### src/verilog/lan_window_pkg.sv
// Constants for the buffer-window register access block.
// Assumes one 100 MHz clock shared with the host strobes.
package lan_window_pkg;

	// Register select, address bits 3..1
	localparam logic [2:0] SEL_CMD_STAT = 3'h0;
	localparam logic [2:0] SEL_CFG1     = 3'h1;
	localparam logic [2:0] SEL_CFG2     = 3'h2;
	localparam logic [2:0] SEL_REA      = 3'h3;
	localparam logic [2:0] SEL_WINDOW   = 3'h4;
	localparam logic [2:0] SEL_RX_PTR   = 3'h5;
	localparam logic [2:0] SEL_TX_PTR   = 3'h6;
	localparam logic [2:0] SEL_DMA      = 3'h7;

	// Window target codes
	localparam logic [3:0] CODE_LAST_STATION = 4'h5;
	localparam logic [3:0] CODE_PROM         = 4'h6;
	localparam logic [3:0] CODE_TX_END       = 4'h7;
	localparam logic [3:0] CODE_MEMORY       = 4'h8;
	localparam logic [3:0] CODE_VECTOR       = 4'h9;

	// Command bit positions
	localparam int CMD_DMA_ON  = 8;
	localparam int CMD_RX_ON   = 9;
	localparam int CMD_TX_ON   = 10;
	localparam int CMD_DMA_OFF = 11;
	localparam int CMD_RX_OFF  = 12;
	localparam int CMD_TX_OFF  = 13;

	// Field positions
	localparam int CFG1_CODE_LSB = 0;
	localparam int CFG1_STA_LSB  = 8;
	localparam int CFG2_TWO_BYTE = 8;
	localparam int STAT_ON_LSB   = 8;
	localparam int HDR_CHAIN_BIT = 6;

	// Reset values
	localparam logic [15:0] CFG1_RESET = 16'h0000;
	localparam logic [15:0] CFG2_RESET = 16'h0000;
	localparam logic [7:0]  TEA_RESET  = 8'h00;
	localparam logic [7:0]  VEC_RESET  = 8'h00;

	localparam int STATION_COUNT = 6;
	localparam int STATION_BYTES = 6;

	// External access (PROM, buffer memory) strobe time
	localparam int CLK_PERIOD_NS  = 10;
	localparam int EXT_ACCESS_NS  = 20;
	localparam int EXT_CYCLES     = (EXT_ACCESS_NS + CLK_PERIOD_NS - 1) / CLK_PERIOD_NS;

	typedef enum logic [1:0]
	{
		ST_IDLE  = 2'b00,
		ST_EXT   = 2'b01,
		ST_DONE  = 2'b10
	} access_state_t;

endpackage

### src/verilog/lan_window_access.sv
// Host register access for the LAN controller: command/status, configuration,
// pointers and the indirect buffer window with station addresses, PROM and vector.
// Assumes host strobes and memory/receiver signals are synchronous to clk.
//
// Contract
// - Six window reads return the selected station address, low byte first.
// - Two-byte matching uses two bytes; all six stay readable and writable.
// - Transmit end value bounds transmit pointer and loading window address high byte.
// - Receive start high byte equals transmit end value plus one.
// - Interrupt vector is read/write through the window at target code nine.
// - Acknowledge cycle drives the stored vector onto data bits 7..0, except while a PROM access holds the data pins.
// - Bus style 0: request high, acknowledge low, read/write high.
// - Bus style 1: request high, acknowledge low, I/O read strobe low.
// - PROM address goes out on data bits 15..8 from the window address.
// - PROM data is captured from data bits 7..0.
// - PROM chip select asserts on each window access while targeting the PROM.
// - Receive header status: bit 7 zero, bit 6 chain continue, rest zero.
// - Window address supplies location for buffer memory and PROM targets.
// - Transmit end value sits in the indirect register at code seven.
`timescale 1ns/1ps

module lan_window_access
	import lan_window_pkg::*;
(
	input  wire logic        clk,
	input  wire logic        sys_rst,
	input  wire logic [3:0]  reg_addr,
	input  wire logic [15:0] reg_wdata,
	input  wire logic        reg_wr,
	input  wire logic        reg_rd,
	output logic [15:0]      reg_rdata,
	output logic             reg_rvalid,
	input  wire logic        bus_style_select,
	input  wire logic        int_active,
	input  wire logic        interrupt_ack_n,
	input  wire logic        read_write,
	input  wire logic        io_read_strobe_n,
	input  wire logic [15:0] data_in,
	output logic [15:0]      data_out,
	output logic             data_oe_hi,
	output logic             data_oe_lo,
	output logic             prom_chip_select_n,
	output logic [15:0]      mem_addr,
	output logic [7:0]       mem_wdata,
	output logic             mem_we,
	output logic             mem_re,
	input  wire logic [7:0]  mem_rdata,
	input  wire logic        rx_stopped,
	input  wire logic        hdr_store,
	input  wire logic        hdr_last,
	input  wire logic [15:0] hdr_next_ptr,
	output logic [15:0]      hdr_ptr,
	output logic [7:0]       hdr_status,
	output logic [7:0]       rx_start_high,
	output logic [5:0]       station_enable,
	output logic             addr_two_byte,
	output logic             tx_on,
	output logic             rx_on,
	output logic             dma_on
);

	logic [15:0]   cfg1_r;
	logic [15:0]   cfg2_r;
	logic [7:0]    rea_r;
	logic [7:0]    tea_r;
	logic [7:0]    vec_r;
	logic [15:0]   rx_ptr_r;
	logic [15:0]   tx_ptr_r;
	logic [15:0]   dma_r;
	logic [2:0]    byte_idx_r;
	logic [7:0]    station_r [STATION_COUNT*STATION_BYTES];
	access_state_t state_r;
	logic [1:0]    ext_cnt_r;
	logic          ext_is_prom_r;

	logic [3:0]    code;
	logic          win_acc;
	logic          station_sel;
	logic          ext_sel;
	logic          ack_cycle;
	logic [5:0]    st_index;

	// Transmit end bound on an address high byte
	function automatic logic [7:0] bound_high(input logic [7:0] hi, input logic [7:0] lim);
		bound_high = (hi > lim) ? lim : hi;
	endfunction

	// Window address step with wrap by direction
	function automatic logic [15:0] dma_step(input logic [15:0] a, input logic wr,
		input logic [7:0] lim);
		if (wr && a == {lim, 8'hFF})
			dma_step = 16'h0000;
		else if (!wr && a == 16'hFFFF)
			dma_step = {8'(lim + 8'h01), 8'h00};
		else
			dma_step = 16'(a + 16'h0001);
	endfunction

	assign code        = cfg1_r[CFG1_CODE_LSB +: 4];
	assign win_acc     = (reg_wr || reg_rd) && reg_addr[3:1] == SEL_WINDOW
		&& state_r == ST_IDLE;
	assign station_sel = code <= CODE_LAST_STATION;
	assign ext_sel     = code == CODE_PROM || code == CODE_MEMORY;
	assign st_index    = 6'(code[2:0] * STATION_BYTES + byte_idx_r);
	assign ack_cycle   = int_active && !interrupt_ack_n
		&& (bus_style_select ? !io_read_strobe_n : read_write);

	// Direct configuration and pointer registers
	always_ff @(posedge clk)
	begin
		if (sys_rst)
		begin
			cfg1_r   <= CFG1_RESET;
			cfg2_r   <= CFG2_RESET;
			rea_r    <= 8'h00;
			rx_ptr_r <= 16'h0000;
			tx_ptr_r <= 16'h0000;
		end
		else if (reg_wr)
		begin
			case (reg_addr[3:1])
				SEL_CFG1:   cfg1_r   <= reg_wdata;
				SEL_CFG2:   cfg2_r   <= reg_wdata;
				SEL_REA:    rea_r    <= reg_wdata[7:0];
				SEL_RX_PTR: rx_ptr_r <= reg_wdata;
				SEL_TX_PTR: tx_ptr_r <= {bound_high(reg_wdata[15:8], tea_r), reg_wdata[7:0]};
				default:    ;
			endcase
		end
	end

	// Section on/off from command writes
	always_ff @(posedge clk)
	begin
		if (sys_rst)
		begin
			tx_on  <= 1'b0;
			rx_on  <= 1'b0;
			dma_on <= 1'b0;
		end
		else
		begin
			if (reg_wr && reg_addr[3:1] == SEL_CMD_STAT)
			begin
				if (reg_wdata[CMD_TX_OFF])
					tx_on <= 1'b0;
				else if (reg_wdata[CMD_TX_ON])
					tx_on <= 1'b1;
				if (reg_wdata[CMD_DMA_OFF])
					dma_on <= 1'b0;
				else if (reg_wdata[CMD_DMA_ON])
					dma_on <= 1'b1;
			end
			// Receiver stop wins over a simultaneous on command
			if (rx_stopped)
				rx_on <= 1'b0;
			else if (reg_wr && reg_addr[3:1] == SEL_CMD_STAT)
			begin
				if (reg_wdata[CMD_RX_OFF])
					rx_on <= 1'b0;
				else if (reg_wdata[CMD_RX_ON])
					rx_on <= 1'b1;
			end
		end
	end

	// Indirect byte registers and the station byte counter
	always_ff @(posedge clk)
	begin
		if (sys_rst)
		begin
			tea_r      <= TEA_RESET;
			vec_r      <= VEC_RESET;
			byte_idx_r <= 3'h0;
		end
		else if (reg_wr && reg_addr[3:1] == SEL_CFG1)
			byte_idx_r <= 3'h0;
		else if (win_acc)
		begin
			if (station_sel)
			begin
				if (reg_wr)
					station_r[st_index] <= reg_wdata[7:0];
				byte_idx_r <= (byte_idx_r == 3'(STATION_BYTES - 1)) ? 3'h0
					: 3'(byte_idx_r + 3'h1);
			end
			if (reg_wr && code == CODE_TX_END)
				tea_r <= reg_wdata[7:0];
			if (reg_wr && code == CODE_VECTOR)
				vec_r <= reg_wdata[7:0];
		end
	end

	// Window address register and external access sequencing
	always_ff @(posedge clk)
	begin
		if (sys_rst)
		begin
			dma_r         <= 16'h0000;
			state_r       <= ST_IDLE;
			ext_cnt_r     <= 2'h0;
			ext_is_prom_r <= 1'b0;
		end
		else
		begin
			case (state_r)
				ST_IDLE:
				begin
					if (reg_wr && reg_addr[3:1] == SEL_DMA)
						dma_r <= reg_wdata;
					else if (win_acc && ext_sel)
					begin
						state_r       <= ST_EXT;
						ext_cnt_r     <= 2'(EXT_CYCLES - 1);
						ext_is_prom_r <= code == CODE_PROM;
					end
				end
				ST_EXT:
				begin
					if (ext_cnt_r == 2'h0)
						state_r <= ST_DONE;
					else
						ext_cnt_r <= 2'(ext_cnt_r - 2'h1);
				end
				ST_DONE:
				begin
					state_r <= ST_IDLE;
					if (ext_is_prom_r)
						dma_r <= {8'h00, 8'(dma_r[7:0] + 8'h01)};
					// wrap at transmit end on loading
					else
						dma_r <= dma_step(dma_r, mem_we, tea_r);
				end
				default: state_r <= ST_IDLE;
			endcase
		end
	end

	// Buffer memory strobes and host-side answer
	always_ff @(posedge clk)
	begin
		if (sys_rst)
		begin
			mem_addr   <= 16'h0000;
			mem_wdata  <= 8'h00;
			mem_we     <= 1'b0;
			mem_re     <= 1'b0;
			reg_rdata  <= 16'h0000;
			reg_rvalid <= 1'b0;
		end
		else
		begin
			reg_rvalid <= 1'b0;
			if (win_acc && code == CODE_MEMORY)
			begin
				mem_addr  <= reg_wr ? {bound_high(dma_r[15:8], tea_r), dma_r[7:0]} : dma_r;
				mem_wdata <= reg_wdata[7:0];
				mem_we    <= reg_wr;
				mem_re    <= reg_rd;
			end
			else if (state_r == ST_DONE)
			begin
				mem_we <= 1'b0;
				mem_re <= 1'b0;
			end
			if (state_r == ST_DONE && !mem_we)
			begin
				reg_rvalid <= 1'b1;
				reg_rdata  <= {8'h00, ext_is_prom_r ? data_in[7:0] : mem_rdata};
			end
			else if (reg_rd && state_r == ST_IDLE && !(win_acc && ext_sel))
			begin
				reg_rvalid <= 1'b1;
				case (reg_addr[3:1])
					SEL_CMD_STAT: reg_rdata <= 16'({tx_on, rx_on, dma_on}) << STAT_ON_LSB;
					SEL_CFG1:     reg_rdata <= cfg1_r;
					SEL_CFG2:     reg_rdata <= cfg2_r;
					SEL_REA:      reg_rdata <= {8'h00, rea_r};
					SEL_RX_PTR:   reg_rdata <= rx_ptr_r;
					SEL_TX_PTR:   reg_rdata <= tx_ptr_r;
					SEL_DMA:      reg_rdata <= dma_r;
					SEL_WINDOW:
					begin
						if (station_sel)
							reg_rdata <= {8'h00, station_r[st_index]};
						else if (code == CODE_TX_END)
							reg_rdata <= {8'h00, tea_r};
						else if (code == CODE_VECTOR)
							reg_rdata <= {8'h00, vec_r};
						else
							reg_rdata <= 16'h0000;
					end
					default:      reg_rdata <= 16'h0000;
				endcase
			end
		end
	end

	// Shared data pins: acknowledge vector or PROM address
	always_ff @(posedge clk)
	begin
		if (sys_rst)
		begin
			data_out           <= 16'h0000;
			data_oe_hi         <= 1'b0;
			data_oe_lo         <= 1'b0;
			prom_chip_select_n <= 1'b1;
		end
		else if (win_acc && code == CODE_PROM)
		begin
			data_out           <= {dma_r[7:0], 8'h00};
			data_oe_hi         <= 1'b1;
			data_oe_lo         <= 1'b0;
			prom_chip_select_n <= 1'b0;
		end
		else if (state_r == ST_DONE || (state_r == ST_EXT && !ext_is_prom_r)
			|| state_r == ST_IDLE)
		begin
			data_oe_hi <= 1'b0;
			if (state_r != ST_EXT)
				prom_chip_select_n <= 1'b1;
			data_oe_lo <= ack_cycle;
			data_out   <= ack_cycle ? {8'h00, vec_r} : 16'h0000;
		end
	end

	// Receive frame header bytes
	always_ff @(posedge clk)
	begin
		if (sys_rst)
		begin
			hdr_ptr    <= 16'h0000;
			hdr_status <= 8'h00;
		end
		else if (hdr_store)
		begin
			hdr_ptr    <= hdr_last ? 16'h0000 : hdr_next_ptr;
			// bit 7 zero, chain flag bit 6
			hdr_status <= 8'(!hdr_last) << HDR_CHAIN_BIT;
		end
	end

	// Register copies and the derived receive start for the receive and matching logic
	always_ff @(posedge clk)
	begin
		if (sys_rst)
		begin
			rx_start_high  <= 8'h01;
			station_enable <= 6'h00;
			addr_two_byte  <= 1'b0;
		end
		else
		begin
			// receive start = end + 1
			rx_start_high  <= 8'(tea_r + 8'h01);
			station_enable <= cfg1_r[CFG1_STA_LSB +: 6];
			addr_two_byte  <= cfg2_r[CFG2_TWO_BYTE];
		end
	end

endmodule

### config.mk
export PLATFORM = sky130hd
export DESIGN_NAME = lan_window_access
export DESIGN_NICKNAME = d
export VERILOG_FILES = /design/src/verilog/lan_window_pkg.sv /design/src/verilog/lan_window_access.sv
export SDC_FILE = /design/constraint.sdc
export NUM_CORES = 1
export LEC_CHECK = 0
export ABC_AREA = 0
export BUFFER_PORTS_ARGS = -buffer_cell sky130_fd_sc_hd__buf_2
export CAP_MARGIN = 40
export CORE_MARGIN = 2
export CORE_UTILIZATION = 47
export CTS_CLUSTER_SIZE = 30
export DETAILED_ROUTE_END_ITERATION = 8
export PLACE_DENSITY = 0.65
export SYNTH_ARGS = -nofsm -noshare
export SYNTH_HDL_FRONTEND = slang
export SYNTH_SLANG_ARGS = --single-unit
### constraint.sdc
create_clock -name clk -period 10.2 [get_ports clk]
set_input_delay 0.51 -clock clk [delete_from_list [all_inputs] [get_ports clk]]
set_output_delay 0.51 -clock clk [all_outputs]
set_load 0.01 [all_outputs]
# Word-level counts from Yosys, hierarchy flattened
# Memories as Yosys holds them, arrays and structs flattened.
# Index checks and enable logic that the tools add are counted.
[op_classes]
add_sub_neg = 6
n_mul = 1
order_cmp = 3
n_eq_ne = 22
muxes = 49
n_bitwise = 2
reduce_logical = 60
[ops]
columns = ["op", "n"]
rows = [
  ["16-bit 2-to-1 mux", 8],
  ["16-bit one-hot mux with 8 select lines", 1],
  ["8-bit 2-to-1 mux", 9],
  ["16-bit one-hot mux with 2 select lines", 1],
  ["1-bit 2-to-1 mux", 23],
  ["2-bit AND reduction", 11],
  ["1-bit logical AND", 18],
  ["2-bit nonzero test", 9],
  ["16-bit by 1-bit adder with 16-bit output, second input constant", 1],
  ["8-bit by 1-bit adder with 8-bit output, second input constant", 2],
  ["16-bit == test", 1],
  ["16-bit == test, second input constant", 1],
  ["8-bit greater-than comparator", 2],
  ["3-bit == test, second input constant", 5],
  ["3-bit AND reduction", 4],
  ["4-bit by 3-bit == test with 1-bit output, second input constant", 2],
  ["4-bit == test, second input constant", 2],
  ["2-bit 2-to-1 mux", 4],
  ["2-bit != test, second input constant", 4],
  ["2-bit one-hot mux with 2 select lines", 2],
  ["2-bit OR reduction", 4],
  ["6-bit by 3-bit adder with 6-bit output", 1],
  ["3-bit by 2-bit == test with 1-bit output, second input constant", 2],
  ["1-bit zero test", 6],
  ["other kinds (14)", 20],
]
[word_totals]
ff_bits = 209
ram_bits = 288
inputBits = 72
elab_cells = 176
n_memories = 1
[mem_list]
columns = ["memory", "depth", "word_bits", "rd", "rd_clocked_by_memory_dff", "wr", "line", "text"]
rows = [
  ["station_r", 36, 8, 1, 0, 1, "lan_window_access.sv:71", "logic [7:0] station_r [STATION_COUNT*STATION_BYTES];"],
]

# Depth between registers and ports, before layout
# Gate-level depths: netlist of the first run.
[depth]
ltp_word = 8
mapped_depth = 13
depth_no_buf = 10

# Worst setup path after synthesis of the first run
# No wires, ideal clock.
[synth_timing]
kind = "register to register"
start = "register cfg1_r[1]"
end = "memory station_r[0][0] (enable)"
setup_ns = 0.370
t_arrival_ns = 3.120
setup_slack_ns = 6.710
path_stages_with_launch = 12
n_path_buf = 4
period_less_slack_ns = 3.490
path_cell_list = "dfxtp_1 inv_1 ha_1 inv_1 fa_1 buf_2 buf_2 buf_1 buf_1 nor2b_1 nand2_1 nor2_1"
[synth_via]
elab_chain_len = 6
word_cells_on_any_way = 8
cone_classes = "add/sub: 1; mul: 1; order compare: 1; mux: 5"
[synth_lines]
columns = ["element", "line", "text"]
rows = [
  ["start, declared", "lan_window_access.sv:62", "logic [15:0] cfg1_r;"],
  ["start signal, assigned", "lan_window_access.sv:122", "SEL_CFG1: cfg1_r <= reg_wdata;"],
  ["branches (longest 6 deep; another with 6-bit by 3-bit adder with 6-bit output)", "--", ""],
  ["end, declared", "lan_window_access.sv:71", ""],
]
# Parallel ways; which one is timed is not known.

# Final worst setup path of the first run
[layout_timing]
start = "register cfg1_r[1]"
end = "register reg_rdata[4]"
[layout_via]
elab_chain_len = 7
word_cells_on_any_way = 19
cone_classes = "add/sub: 1; mul: 1; order compare: 1; eq/ne: 4; mux: 6; reduce/logical: 5; memory: 1"
[layout_lines]
columns = ["element", "line", "text"]
rows = [
  ["3-bit by 2-bit multiplier with 5-bit output / 4-bit == test (equally long branches)", "lan_window_access.sv:104, lan_window_access.sv:288", ""],
  ["6-bit by 3-bit adder with 6-bit output / 8-bit 2-to-1 mux (equally long branches)", "lan_window_access.sv:104, lan_window_access.sv:288", ""],
  ["memory read 36 x 8 bit / 8-bit 2-to-1 mux (equally long branches)", "--", ""],
  ["8-bit 2-to-1 mux", "lan_window_access.sv:284", "if (station_sel)"],
  ["16-bit one-hot mux with 8 select lines", "lan_window_access.sv:274", "case (reg_addr[3:1])"],
  ["8-bit 2-to-1 mux", "lan_window_access.sv:271", "else if (reg_rd && state_r == ST_IDLE && !(win_acc && ext_sel))"],
  ["8-bit 2-to-1 mux", "lan_window_access.sv:266", "if (state_r == ST_DONE && !mem_we)"],
  ["end signal, assigned", "lan_window_access.sv:275", "SEL_CMD_STAT: reg_rdata <= 16'({tx_on, rx_on, dma_on}) << STAT_ON_LSB;"],
  ["end signal, assigned", "lan_window_access.sv:276", "SEL_CFG1: reg_rdata <= cfg1_r;"],
  ["end signal, assigned", "lan_window_access.sv:285", "reg_rdata <= {8'h00, station_r[st_index]};"],
  ["end, declared", "lan_window_access.sv:31", "output logic [15:0] reg_rdata,"],
]
# Several ways; a longest one is shown, not always the timed one. The select of a mux whose other input is x is not followed.
# A chain may end at the register's enable or synchronous reset.

==> impl_metrics.toml, run 1 <==
[placement]
dpl_worst_slack_ns = 5.72
dp.final_hpwl_um = 36500
postPlaceCellArea_um2 = 22500
placed_cells = 2405
routabilityCongestion = 0.897
portBuffers = 159

[floorplan]
core_um2 = 44300
die_area_um2 = 46700
ios = 176
die_h_um = 216
dieWidth_um = 216
fp-row-count = 77
initial_utilization_pct = 47.7

[logic_synthesis]
yosys-top-cells-area = "edfxtp_1 41%, dfxtp_1 20%, mux4_2 8.1%, nand2_1 3.9%, a21oi_1 3.8%"
yosysTopAreaCellShare_pct = 40.9
synth_warnings = 0
synth_flop_cell = "edfxtp_1"
synth_largest_area_cell = "edfxtp_1"
synthArstFlopShare_pct = 0
ys_seq_area_share_pct = 60.7
synth_seq_cells = 497
synth_area_per_cell_um2 = 12.1
synthCells = 1745
synth_cell_types = 71
synth_edf_count = 288
syn_area_um2 = 21100

[sta]
setup_viol = 0
period_minus_slack_ns = 4.39
tns_ns = 0
fin_ws_ns = 5.81
clock.fmax_mhz = 228
worst_slew_pin_slew_ns = 0.896
finClkSkew_ns = 0.0443
drv_slew = 0
rsz0062_at_grt = "false"
post-route-period-util_pct = 43.0
hold_viol_final = 0
relSlewSlack_pct = 40.2

[grt]
antenna_found_initial = 0
grt_pass1_wl_um = 84900
grt_pass1_vias = 14123
grt_util_all_layers_pct = 23.8
grt-ovfl-total = 0
grt_max_degree = 86

[worst_setup_path]
cp_data_arrival_time_ns = 4.89
path_class = "reg2reg"
crit_path_end_kind = "flop"
crit_fanout = 40
cp.depth = 9
critPathLaunchType = "flop"
r2r_cells = 9
cp.buffers_inverters = 3
r2r_slack_ns = 5.81
cp_slowest_stage_delay_ns = 1.08
slowest_stage = "fa_2"
crit_chain = "inv_1 > ha_1 > inv_1 > fa_2 > buf_4 > mux4_2 > mux4_2 > or3_1 > a31o_2"
reg2reg_from = "cfg1_r[1]"
path_delay_family = "adder cells"
r2r_end = "reg_rdata[4]"
crit_required_ns = 10.70

[clocking]
cts_hold_buf = 0
htree_levels = 2
cts_tree = "done"
cts_resized = 0
clock-sinks = 497
clk_latency_ns = 0.63
cts_made_buffers = 51
post-cts-setup-buffer-count = 0
clk_pin_slew_worst_paths_ns = 0.06
cts_max_path_buffers = 3
clock_tree.root_cell = "clkbuf_16"

[final_layout]
utilization_pct = 54.3
diodes = 0
syn2layout_area_growth_pct = 13.9
fin_area_um2 = 24100
finalNonFillerCells = 2494
finish.net_count = 1968
drive_above_1_share_pct = 19.6

[routing]
post_drt_wl_per_cell_um = 22.7
avgViaCountPerCell = 5.88
dr.pass1.iters = 5
route.detailed.drc = 0
wl_um = 56500
ant_nets = 0
via_count = 14677
initialDrtViolationCount = 1502

[power_and_ir_drop]
p_int_w = 0.00322
swShare_pct = 22.7
ir_drop_uv = 144
p_per_area_nw_per_um2 = 173
pwr-share-seq_pct = 51.7
switching_power_w = 0.000943
clockPowerShare_pct = 42.9
p_leak_nw = 8.14
p_comb_share_pct = 5.4

[worst_hold_path]
min_to = "rx_on"
worstHoldPathType = "in2reg"
holdPathStages = 2
hp-start = "rx_stopped"

[status]
outcome = "finished, final reports clean"

[run]
cap_violations = 0
-- flip-flops by register name, indices dropped and copies added, names as in the netlist, 2 cells and up --
register / flops
rx_ptr_r: 16
cfg2_r: 16
station_r: 288
tx_ptr_r: 16
rea_r: 8
state_r: 2
cfg1_r: 16
tea_r: 8
data_out: 16
dma_r: 16
ext_cnt_r: 2
station_enable: 6
byte_idx_r: 3
reg_rdata: 16
rx_start_high: 8
hdr_ptr: 16
vec_r: 8
mem_wdata: 8
mem_addr: 16
-- power by group through the flow --
stage               sequential [W]  clock, W  combinational [W]
floorplan                  0.00219         0           0.000131
finish                     0.00215   0.00178           0.000223
CTS                        0.00215   0.00181           0.000222
global route               0.00215   0.00189           0.000240
detailed placement         0.00219         0           0.000222
global placement           0.00219         0           0.000210
-- cells by family (layout without fill, tap and decap cells) --
family          after synthesis  in the layout  synth area share (%)
mux                         127            127                  10.6
buf+inv                     158            309                  3.17
fa+ha+maj                    30             30                  1.85
flops                       497            497                  60.7
xor+xnor                     22             22                 0.911
simple gates                538            538                  11.5
compound gates              372            372                  11.3
other cells                   1              7                0.0177
-- area by class of cell --
| cell class | count | area, um^2 |
|---|---|---|
| clock buffer | 71 | 1380 |
| clock inverter | 18 | 206 |
| fill | 3756 | 20200 |
| inverter | 27 | 101 |
| multi-input combinational | 1096 | 7670 |
| sequential | 497 | 12800 |
| tap | 592 | 741 |
| timing repair buffer | 193 | 1140 |
-- layout by cell type, fill, tap and decap left out, types with 8 or more instances in the layout --
| cell type | instances |
|---|---|
| ha_1 | 27 |
| buf_4 | 26 |
| xnor2_1 | 18 |
| mux2_2 | 19 |
| a22oi_1 | 30 |
| clkbuf_16 | 51 |
| nand2_1 | 217 |
| dfxtp_1 | 208 |
| clkbuf_1 | 17 |
| inv_1 | 27 |
| a22o_1 | 10 |
| a2111oi_0 | 10 |
| o21ai_0 | 38 |
| o221ai_1 | 8 |
| nor2_1 | 146 |
| a221oi_1 | 13 |
| nor4_1 | 12 |
| a31oi_1 | 8 |
| nand4_1 | 11 |
| nor2b_1 | 41 |
| clkinv_2 | 10 |
| nand2b_1 | 13 |
| mux4_2 | 76 |
| nand3_1 | 41 |
| nor3_1 | 18 |
| a311oi_1 | 10 |
| buf_2 | 160 |
| mux2i_1 | 32 |
| edfxtp_1 | 288 |
| a21oi_1 | 162 |
| a211oi_1 | 40 |
-- worst max-delay path by stage --
stage / start / endpoint / slack (ns)
floorplan: cfg1_r[1] / station_r[0][0] / 6.71
global placement: cfg1_r[1] / reg_rdata[7] / 5.69
detailed placement: reg_addr[3] / station_r[2][5] / 5.72
CTS: cfg1_r[1] / reg_rdata[4] / 5.79
global route: cfg1_r[1] / reg_rdata[4] / 5.66
finish: cfg1_r[1] / reg_rdata[4] / 5.81
-- worst register-to-register path, delay by kind of cell, from the launching register on --
family,cells,cell delay [ns]
adders and majority gates,2,1.41
muxes,2,1.01
buffers and inverters,3,0.84
DFF,1,0.48
and+or+nand+nor,1,0.34
AOI/OAI and AO/OA,1,0.20
-- cells in the mapped netlist (4+ instances only) --
cell type and n:
edfxtp_1 288, nand2_1 217, dfxtp_1 209, a21oi_1 162, nor2_1 146, clkbuf_1 85, mux4_2 76, nand3_1 41
nor2b_1 41, a211oi_1 40, o21ai_0 38, mux2i_1 32, a22oi_1 30, ha_1 28, inv_1 27, buf_2 21
mux2_2 19, nor3_1 18, xnor2_1 18, buf_1 14, a221oi_1 13, nand2b_1 13, nor4_1 13, nand4_1 11
a2111oi_0 10, a22o_1 10, a311oi_1 10, a31oi_1 8, o221ai_1 8, buf_4 7, or3_1 6, and2_1 5
o211ai_1 5, o21a_1 5, a211o_1 4, a21o_1 4, nand3b_1 4, or2_2 4, xor2_1 4
-- layer usage --
metal | up-vias | global-route usage (%) | share of wire [%]
met5 | - | 0 | 0
met4 | 0 | 12.2 | 4.8
met3 | 138 | 3.31 | 7.0
met2 | 637 | 36.8 | 45
met1 | 7176 | 33.0 | 43
li1 | 6726 | - | -
-- metrics by stage --
stage	power (W)	hold slack, ns
finish	0.00416	0.0961
global route	0.00428	0.114
CTS	0.00419	0.0659
detailed placement	0.00242	0.446
global placement	0.00240	0.437
floorplan	0.00232	0.432
Note: power is estimated with default switching activity, not from simulation.
==> inputs of run 2 (changes only) <==
==> constraint.sdc (replaced) <==
create_clock -name clk -period 4.1 [get_ports clk]
set_input_delay 0.205 -clock clk [delete_from_list [all_inputs] [get_ports clk]]
set_output_delay 0.205 -clock clk [all_outputs]
set_load 0.01 [all_outputs]
==> run 2 against run 1 <==
Worst hold slack got worse by 0.052 ns. Sequential cell count unchanged. Fmax grew 17%. Via count grew 3.9%. Die area unchanged. Sequential share of layout area decreased by 1.8 points. Core utilization is 1.9 points higher. Clock power is 150% higher. Total power rose to 2.5 times the previous value. Critical path type unchanged. Largest power group unchanged.
==> impl_metrics.toml, run 2 (synthesis results as in run 1) <==
[sta]
finClkSkew_ns = 0.0274
drv_slew = 0
clock.fmax_mhz = 266
worst_slew_pin_slew_ns = 0.935
period_minus_slack_ns = 3.76
rsz0062_at_grt = "false"
relSlewSlack_pct = 37.4
hold_viol_final = 0
post-route-period-util_pct = 91.7
setup_viol = 0
tns_ns = 0
holdWs_ns = 0.0437

[power_and_ir_drop]
p_per_area_nw_per_um2 = 417
p_int_w = 0.00807
swShare_pct = 22.4
switching_power_w = 0.00232
p_leak_nw = 8.63
ir_drop_uv = 319
p_comb_share_pct = 5.9
finalPower_w = 0.0104
clockPowerShare_pct = 42.7
pwr-share-seq_pct = 51.4

[placement]
postPlaceCellArea_um2 = 22900
dp.final_hpwl_um = 39100
routabilityCongestion = 0.901
portBuffers = 159

[grt]
antenna_found_initial = 0
grt-busiest-layer = "met2"
grt-ovfl-total = 0
met2_usage_pct = 39.4
grt_max_degree = 78
use_met3_pct = 4.01
met1_usage_pct = 34.7
grt_util_all_layers_pct = 25.1
grt_pass1_wl_um = 89500
grt_pass1_vias = 14787

[clocking]
clk_latency_ns = 0.60
htree_levels = 2
cts_tree = "done"
cts_made_buffers = 51
clk_pin_slew_worst_paths_ns = 0.06
clock-sinks = 497
cts_resized = 0
clock_tree.root_cell = "clkbuf_16"
cts_max_path_buffers = 3

[floorplan]
die_area_um2 = 46700
fp-row-count = 77
core_um2 = 44300
initial_utilization_pct = 47.7
ios = 176
dieWidth_um = 216
die_h_um = 216

[final_layout]
drive_above_1_share_pct = 21.2
top_register = "station_r"
fin_area_um2 = 24900
syn2layout_area_growth_pct = 18.0
layout_common_cells = "288 x edfxtp_1, 217 x nand2_1, 208 x dfxtp_1"
multiInputGateArea_um2 = 7670
utilization_pct = 56.3
diodes = 0
ff_latch_area_um2 = 12800
finish.net_count = 2062
final_common_cell = "edfxtp_1"
largest_register_ffs = 288
nFillCells = 3659

[worst_setup_path]
crit_path_end_kind = "flop"
r2r_slack_ns = 0.34
r2r_cells = 10
cp_slowest_stage_delay_ns = 1.06
crit_fanout = 26
cpMostUsedCell = "buf_4"
critPathLaunchType = "flop"
crit_chain = "inv_1 > ha_1 > inv_1 > fa_2 > buf_4 > buf_4 > nor2b_1 > nand2_1 > nor2_1 > buf_4"
cp.depth = 10
r2r_end = "station_r[16][5]"
path_delay_family = "adder cells"
reg2reg_from = "cfg1_r[1]"
cp_data_arrival_time_ns = 4.06
crit_required_ns = 4.40
cp.buffers_inverters = 5
slowest_stage = "fa_2"
path_class = "reg2reg"

[worst_hold_path]
worstHoldPathType = "in2reg"
min_to = "station_r[30][0]"
holdPathStages = 1
hp-start = "reg_wdata[0]"

[status]
outcome = "finished, final reports clean"

[routing]
ant_nets = 0
avgViaCountPerCell = 5.89
post_drt_wl_per_cell_um = 22.8
wl_um = 59200
initialDrtViolationCount = 1813
dr.pass1.iters = 5
route.detailed.drc = 0
via_count = 15255

[run]
cap_violations = 0
run 2: worst max path at each step:
stage,end,from,slack [ns]
detailed placement,station_r[16][2],cfg1_r[1],0.37
floorplan,station_r[0][0],cfg1_r[1],0.61
CTS,station_r[16][5],cfg1_r[1],0.35
global route,station_r[0][5],cfg1_r[1],0.20
global placement,station_r[0][5],cfg1_r[1],0.45
finish,station_r[16][5],cfg1_r[1],0.34
run 2: power groups by stage:
| stage | Clock (W) | Combinational, W | Sequential [W] |
|---|---|---|---|
| floorplan | 0 | 0.000327 | 0.00544 |
| global placement | 0 | 0.000530 | 0.00546 |
| detailed placement | 0 | 0.000573 | 0.00545 |
| CTS | 0.00451 | 0.000605 | 0.00534 |
| global route | 0.00470 | 0.000657 | 0.00535 |
| finish | 0.00444 | 0.000611 | 0.00534 |
run 2: worst register-to-register path: stages, from the launching register on:
cell     delay [ns]
dfxtp_1        0.46
inv_1          0.14
ha_1           0.32
inv_1          0.06
fa_2           1.06
buf_4          0.31
buf_4          0.21
nor2b_1        0.19
nand2_1        0.28
nor2_1         0.24
buf_4          0.19
run 2: repair_timing:
item	in CTS	in global routing
setup buffers	0	0
hold endpoints to repair	64	0
hold buffers	46	0
run 2: stage by stage:
stage               worst slack [ns]  cells
floorplan                      0.610   1751
global placement               0.446   2440
detailed placement             0.366   2453
CTS                            0.354   2592
global route                   0.198   2592
finish                         0.340   2592
run 2: cell type report:
type	count	share of cell area (%)
sequential	497	51.5
timing repair buffer	287	8.05
tap	592	2.97
multi-input combinational	1096	30.8
clock buffer	74	5.70
inverter	27	0.406
clock inverter	19	0.632
run 2: metal layers:
metal  vias to the layer above  routed length (um)
met5                         -                   0
li1                       6924                   -
met4                         0                2650
met2                       684               27500
met3                       138                4420
met1                      7509               24700
